===== src/verilog/page_stack_pkg.sv =====
// package: register map, field layout and bus carrier of the page stack
`default_nettype none
package page_stack_pkg;
   // ****************************************************************
   // widths
   // ****************************************************************
   localparam int PAGE_W = 8;
   localparam int ADDR_W = 12;
   localparam int DATA_W = 32;

   // ****************************************************************
   // register byte offsets
   // ****************************************************************
   localparam logic [ADDR_W-1:0] OFS_ACTIVE = 12'h000;
   localparam logic [ADDR_W-1:0] OFS_SECOND = 12'h004;
   localparam logic [ADDR_W-1:0] OFS_BOTTOM = 12'h008;
   localparam logic [ADDR_W-1:0] OFS_CTRL   = 12'h00C;

   // ****************************************************************
   // fields and reset values
   // ****************************************************************
   localparam int                AUTO_EN_BIT  = 0;
   localparam logic              AUTO_EN_RST  = 1'b1;
   localparam logic [PAGE_W-1:0] PAGE_RST     = 8'h00;
   localparam logic [DATA_W-1:0] RDATA_RST    = 32'h0000_0000;

   // ****************************************************************
   // bus carriers
   // ****************************************************************
   typedef struct packed {
      logic              psel;
      logic              penable;
      logic              pwrite;
      logic [ADDR_W-1:0] paddr;
      logic [DATA_W-1:0] pwdata;
   } apb_req_t;

   typedef struct packed {
      logic              pready;
      logic              pslverr;
      logic [DATA_W-1:0] prdata;
   } apb_rsp_t;

   // register selector decoded from the address
   typedef enum logic [2:0] {
      SEL_ACTIVE = 3'h0,
      SEL_SECOND = 3'h1,
      SEL_BOTTOM = 3'h2,
      SEL_CTRL   = 3'h3,
      SEL_NONE   = 3'h4
   } reg_sel_t;
endpackage
`default_nettype wire


===== src/verilog/page_stack.sv =====
// top: three-level register-page context stack with an APB slave
//
// Function
// - return loads active page from second level
// - return copies bottom level into second level
// - three stack levels readable and writable separately
// - handler writes change what return restores
// - push only on interrupt service
// - pop only on interrupt return instruction
// - auto enable cleared stops push and pop
//
// The register addresses and the APB register port are this design's own decisions.
`default_nettype none
module page_stack
(
   input  wire logic                             I_CORE_CLK,
   input  wire logic                             I_NRST,
   input  wire page_stack_pkg::apb_req_t         I_APB_REQ,
   output page_stack_pkg::apb_rsp_t              O_APB_RSP,
   input  wire logic                             I_IRQ_ENTRY,
   input  wire logic [page_stack_pkg::PAGE_W-1:0] I_IRQ_PAGE,
   input  wire logic                             I_IRQ_RETURN,
   output logic [page_stack_pkg::PAGE_W-1:0]     O_ACTIVE_PAGE,
   output logic [page_stack_pkg::PAGE_W-1:0]     O_SECOND_LEVEL,
   output logic [page_stack_pkg::PAGE_W-1:0]     O_BOTTOM_LEVEL,
   output logic                                  O_AUTO_PAGE_ENABLE
);
   import page_stack_pkg::*;

   // ****************************************************************
   // address decode
   // ****************************************************************

   // shared by the write path and the read path
   function automatic reg_sel_t decode(input logic [ADDR_W-1:0] addr);
      reg_sel_t sel;
      case (addr)
         OFS_ACTIVE : sel = SEL_ACTIVE;
         OFS_SECOND : sel = SEL_SECOND;
         OFS_BOTTOM : sel = SEL_BOTTOM;
         OFS_CTRL   : sel = SEL_CTRL;
         default    : sel = SEL_NONE;
      endcase
      return sel;
   endfunction

   reg_sel_t          sel;
   logic              access;
   logic              setup;
   logic              wr;
   logic [PAGE_W-1:0] wpage;

   // a write lands on the access-phase edge only
   always_comb
   begin
      sel    = decode(I_APB_REQ.paddr);
      setup  = I_APB_REQ.psel && !I_APB_REQ.penable;
      access = I_APB_REQ.psel && I_APB_REQ.penable;
      wr     = access && I_APB_REQ.pwrite;
      wpage  = I_APB_REQ.pwdata[PAGE_W-1:0];
   end

   // ****************************************************************
   // stack state
   // ****************************************************************
   logic [PAGE_W-1:0] active_page_select_q;
   logic [PAGE_W-1:0] second_stack_level_q;
   logic [PAGE_W-1:0] bottom_stack_level_q;
   logic              auto_page_enable_q;
   logic              push;
   logic              pop;

   // only the sequencer's entry and return strobes move the stack;
   // entry wins if both come together, the return is then dropped
   always_comb
   begin
      push = I_IRQ_ENTRY && auto_page_enable_q;
      pop  = I_IRQ_RETURN && !I_IRQ_ENTRY && auto_page_enable_q;
   end

   // active level: a software write in the same cycle overrides
   always_ff @(posedge I_CORE_CLK)
   begin
      if (!I_NRST)
         active_page_select_q <= PAGE_RST;
      else if (wr && sel == SEL_ACTIVE)
         active_page_select_q <= wpage;
      else if (push)
         active_page_select_q <= I_IRQ_PAGE;
      else if (pop)
         active_page_select_q <= second_stack_level_q;
   end

   // second level
   always_ff @(posedge I_CORE_CLK)
   begin
      if (!I_NRST)
         second_stack_level_q <= PAGE_RST;
      else if (wr && sel == SEL_SECOND)
         second_stack_level_q <= wpage;
      else if (push)
         second_stack_level_q <= active_page_select_q;
      else if (pop)
         second_stack_level_q <= bottom_stack_level_q;
   end

   // bottom level keeps its value on a pop; nothing sits below it
   always_ff @(posedge I_CORE_CLK)
   begin
      if (!I_NRST)
         bottom_stack_level_q <= PAGE_RST;
      else if (wr && sel == SEL_BOTTOM)
         bottom_stack_level_q <= wpage;
      else if (push)
         bottom_stack_level_q <= second_stack_level_q;
   end

   // page control register
   always_ff @(posedge I_CORE_CLK)
   begin
      if (!I_NRST)
         auto_page_enable_q <= AUTO_EN_RST;
      else if (wr && sel == SEL_CTRL)
         auto_page_enable_q <= I_APB_REQ.pwdata[AUTO_EN_BIT];
   end

   // ****************************************************************
   // read path and response
   // ****************************************************************
   logic [DATA_W-1:0] prdata_q;
   logic [DATA_W-1:0] rd_d;

   // zero-extended level or control word; unmapped reads as zero
   always_comb
   begin
      rd_d = RDATA_RST;
      case (sel)
         SEL_ACTIVE : rd_d[PAGE_W-1:0]  = active_page_select_q;
         SEL_SECOND : rd_d[PAGE_W-1:0]  = second_stack_level_q;
         SEL_BOTTOM : rd_d[PAGE_W-1:0]  = bottom_stack_level_q;
         SEL_CTRL   : rd_d[AUTO_EN_BIT] = auto_page_enable_q;
         default    : rd_d = RDATA_RST;
      endcase
   end

   // captured in the setup phase so the data leaves a flip-flop;
   // the cost is that a stack move on the setup-phase edge, where the data is captured, is not seen
   always_ff @(posedge I_CORE_CLK)
   begin
      if (!I_NRST)
         prdata_q <= RDATA_RST;
      else if (setup && !I_APB_REQ.pwrite)
         prdata_q <= rd_d;
   end

   // zero-wait slave; unmapped addresses answer with an error
   always_comb
   begin
      O_APB_RSP.pready  = 1'b1;
      O_APB_RSP.pslverr = access && (sel == SEL_NONE);
      O_APB_RSP.prdata  = prdata_q;
   end

   // state outputs straight from the registers
   always_comb
   begin
      O_ACTIVE_PAGE      = active_page_select_q;
      O_SECOND_LEVEL     = second_stack_level_q;
      O_BOTTOM_LEVEL     = bottom_stack_level_q;
      O_AUTO_PAGE_ENABLE = auto_page_enable_q;
   end

   // ****************************************************************
   // assertions
   // ****************************************************************
   logic wr_act;
   logic wr_sec;
   logic wr_bot;
   logic wr_lvl;

   // helper terms for the checks below
   always_comb
   begin
      wr_act = wr && sel == SEL_ACTIVE;
      wr_sec = wr && sel == SEL_SECOND;
      wr_bot = wr && sel == SEL_BOTTOM;
      wr_lvl = wr_act || wr_sec || wr_bot;
   end
endmodule
`default_nettype wire


===== config.mk =====
export PLATFORM = sky130hd
export DESIGN_NAME = page_stack
export DESIGN_NICKNAME = d
export VERILOG_FILES = /design/src/verilog/page_stack_pkg.sv /design/src/verilog/page_stack.sv
export SDC_FILE = /design/constraint.sdc
export NUM_CORES = 1
export LEC_CHECK = 0
export BUFFER_PORTS_ARGS = -buffer_cell sky130_fd_sc_hd__buf_4
export CAP_MARGIN = 10
export CORE_ASPECT_RATIO = 0.5
export CORE_MARGIN = 2
export CORE_UTILIZATION = 25
export DETAILED_ROUTE_END_ITERATION = 16
export SYNTH_ARGS = -nofsm -noshare
export SYNTH_HDL_FRONTEND = slang
export SYNTH_SLANG_ARGS = --single-unit

===== constraint.sdc =====
create_clock -name I_CORE_CLK -period 2.22 [get_ports I_CORE_CLK]
set_clock_uncertainty 0.1 [all_clocks]
set_input_delay 0.222 -clock I_CORE_CLK [delete_from_list [all_inputs] [get_ports I_CORE_CLK]]
set_output_delay 0.222 -clock I_CORE_CLK [all_outputs]
set_load 0.05 [all_outputs]

==> impl_metrics.py <==
metrics = {
    "run_status": {
        "status": "complete, no violations",
    },
    "placement": {
        "portBuffers": 68,
        "gp_congestion": 0.826,
        "dp.cells": 414,
        "dp_hpwl_um": 4390,
    },
    "yosys": {
        "yosys_register_bits": 33,
        "synth.distinct_cells": 39,
        "yosysTopAreaCell": "dfxtp_1",
        "yosysWarnings": 0,
        "synthTopCellsByArea": "dfxtp_1 29%, mux2i_1 9.7%, buf_4 8.6%",
        "syn_avg_cell_area_um2": 9.37,
        "postSynthCellCount": 242,
        "synth_top_area_frac": 0.291,
        "ys_seq_area_frac": 0.291,
        "syn_area_um2": 2270,
    },
    "cells_and_area": {
        "fill_cells": 922,
        "syn_to_final_growth_pct": 29.6,
        "antenna_cells": 0,
        "fin_cells": 421,
        "layout-drive-gt1-share": 0.339,
        "layout.nets": 363,
        "seqCellArea_um2": 661,
        "multi_input_area_um2": 1420,
    },
    "timing": {
        "fin_crit_ns": 1.60,
        "setup-tns-final_ns": 0,
        "period_share": 0.721,
        "rsz0062_at_grt": "false",
        "setup_violations": 0,
        "maxSlewHeadroom": 0.587,
        "hold_viol": 0,
        "fmax_mhz": 624,
        "worstMarginPinSlew_ns": 0.618,
        "slew_viol_final": 0,
    },
    "clocking": {
        "htree_levels": 2,
        "cts_tree": "done",
        "cts-root-buf": "clkbuf_16",
        "clock_path_buffers": 2,
        "cts_inserted_buffers": 5,
        "worst_skew_pair.late_latency_ns": 0.28,
        "post_cts_buffers": 0,
        "hold_buffers": 0,
        "cts_sinks": 33,
        "clk_pin_slew_worst_paths_ns": 0.05,
        "cts_resized": 0,
    },
    "floorplan": {
        "die_w_um": 139,
        "rows": 24,
        "die_h_um": 71.4,
        "core_area_um2": 8770,
        "pin_count": 118,
        "initial_utilization": 0.259,
        "die_area_um2": 9900,
    },
    "pwr": {
        "power_density_nw_per_um2": 623,
        "p_clk_frac": 0.371,
        "seqPwrFrac": 0.359,
        "p_leak_nw": 1.32,
        "swShare": 0.326,
        "comb_power_share": 0.270,
        "power_mw": 1.83,
        "p_switching_uw": 597,
        "p_int_mw": 1.23,
        "vdd_drop_max_mv": 0.289,
    },
    "worst_setup_path": {
        "rrSetupSlack_ns": 0.70,
        "timing.rr.end": "O_BOTTOM_LEVEL[4]",
        "crit_slowest_cell": "nor4_4",
        "cp_data_arrival_time_ns": 1.28,
        "reg2regPathDepth": 6,
        "crit_type": "in2out",
        "startpoint_type": "input pin",
        "path_max_fanout": 8,
        "cp_common_cell": "buf_4",
        "crit_buf_inv": 2,
        "max_stage_delay_ns": 0.56,
        "crit_family": "simple AND/OR/NAND/NOR gates",
        "cp_data_required_time_ns": 1.90,
        "rr_startpoint": "O_AUTO_PAGE_ENABLE",
        "path_cells": "buf_4 > nor4_4 > a31oi_1 > buf_4",
        "end_kind": "primary output",
    },
    "run": {
        "maxCapViolations": 0,
    },
    "global_routing": {
        "grtUsageTotal": 0.123,
        "antenna_found_initial": 0,
        "grt_max_degree": 35,
        "grt_pass1_vias": 1809,
        "gr-total-overflow": 0,
        "grt_first_pass_wirelength_um": 9590,
    },
    "min_path": {
        "hold_path_class": "in2reg",
        "holdCritStartpoint": "I_APB_REQ[0]",
        "hold_end": "O_SECOND_LEVEL[0]",
        "whs_path_depth": 3,
    },
    "route": {
        "post_drt_wl_per_cell_um": 14.6,
        "drt-total-wl_um": 6160,
        "firstDrtPassIters": 4,
        "via_per_inst": 4.67,
        "vias": 1967,
        "postRouteAntennaNets": 0,
        "drcViolationCount": 0,
        "drt_iter0_markers": 98,
    },
}
-- final cells by class --
class / instances / area share
sequential: 33 / 0.225
tap: 117 / 0.0498
inverter: 1 / 0.00128
clock buffer: 7 / 0.0485
timing repair buffer: 75 / 0.192
multi-input combinational: 188 / 0.484
-- routing by layer --
metal  global-route usage  wire [um]  vias up
met5                    0          0        -
met4               0.0438         65        0
met3               0.0281        264        5
met2                0.215       3110       45
met1                0.151       2720      950
li1                     -          -      967
-- sequential cells by signal, summed over array words and instances, names as in the netlist --
name	count
O_AUTO_PAGE_ENABLE	1
prdata_q	8
O_BOTTOM_LEVEL	8
O_SECOND_LEVEL	8
O_ACTIVE_PAGE	8
-- worst reg2reg max path, delay by kind of cell (launching register included) --
kind	cells	cell delay, ns
buffers and inverters	2	0.38
muxes	2	0.48
DFF	1	0.32
and+or+nand+nor	2	0.14
-- worst max-delay path by stage --
stage | slack (ns) | cells after the start | start | to
after detailed placement | 0.33 | 5 | I_APB_REQ[37] | O_SECOND_LEVEL[2]
after CTS | 0.61 | 5 | I_APB_REQ[37] | O_SECOND_LEVEL[2]
after floorplan | 0.42 | 5 | O_AUTO_PAGE_ENABLE | O_ACTIVE_PAGE[1]
after global routing | 0.48 | 5 | I_APB_REQ[37] | O_SECOND_LEVEL[3]
after global placement | 0.34 | 5 | I_APB_REQ[41] | O_SECOND_LEVEL[0]
final | 0.62 | 4 | I_APB_REQ[37] | O_APB_RSP[32]
-- cell usage after synthesis --
cell type  instances
a22oi_1            7
o21a_1             2
a21boi_0           1
nand4_1            2
and2_1             1
nand4_4            2
buf_1              1
nor4_4             2
mux4_2             1
dfxtp_1           33
clkbuf_1           9
or4bb_1            7
o221ai_1           1
inv_1              1
o311ai_0           1
a31oi_1            1
buf_2              7
nand3_1            2
nor2b_1           30
or3b_2             1
o211ai_1           8
nand2_1           13
a21boi_1           8
conb_1             2
o21ai_0           10
nor3b_1            9
nand4bb_1          1
nor4_2             1
o2bb2ai_1          7
mux2i_1           22
nor4b_1            2
nor2_1             2
and4_1             2
o221a_2            7
and3_1             1
nand4_2            1
buf_4             26
mux2_2             7
a211oi_1           1
-- metrics by stage --
stage,util,setup slack [ns],instance area [um2],hold WS [ns]
after floorplan,-,0.417,2350,0.261
after global placement,0.319,0.335,2800,0.363
after detailed placement,0.319,0.332,2800,0.367
after CTS,0.335,0.605,2940,0.103
after global routing,0.335,0.479,2940,0.114
final,0.335,0.619,2940,0.103
-- placed cells by master (no fill, tap or decap), drive strengths merged, types with 8 or more instances in the layout --
cell and n:
nor2b 30, dfxtp 33, nand2 13, conb 25
mux2i 22, a21boi 9, o21ai 10, buf 75
nor3b 9, o211ai 8
-- logic make-up (layout without fill, tap and decap cells) --
| group | Yosys count | after routing | synth area share |
|---|---|---|---|
| AND/OR/NAND/NOR | 79 | 79 | 0.260 |
| AO/OA/AOI/OAI | 54 | 54 | 0.184 |
| buffers and inverters | 44 | 83 | 0.120 |
| flip-flops | 33 | 33 | 0.291 |
| multiplexers | 30 | 30 | 0.142 |
| other | 2 | 25 | 0.00331 |
-- power groups by stage --
stage	logic, mW	registers [mW]	clock network (mW)
finish	0.494	0.658	0.679
global route	0.524	0.662	0.721
CTS	0.496	0.658	0.695
detailed placement	0.495	0.670	0
global placement	0.492	0.671	0
floorplan	0.285	0.762	0
No activity file was read; power rests on OpenSTA's default activity.
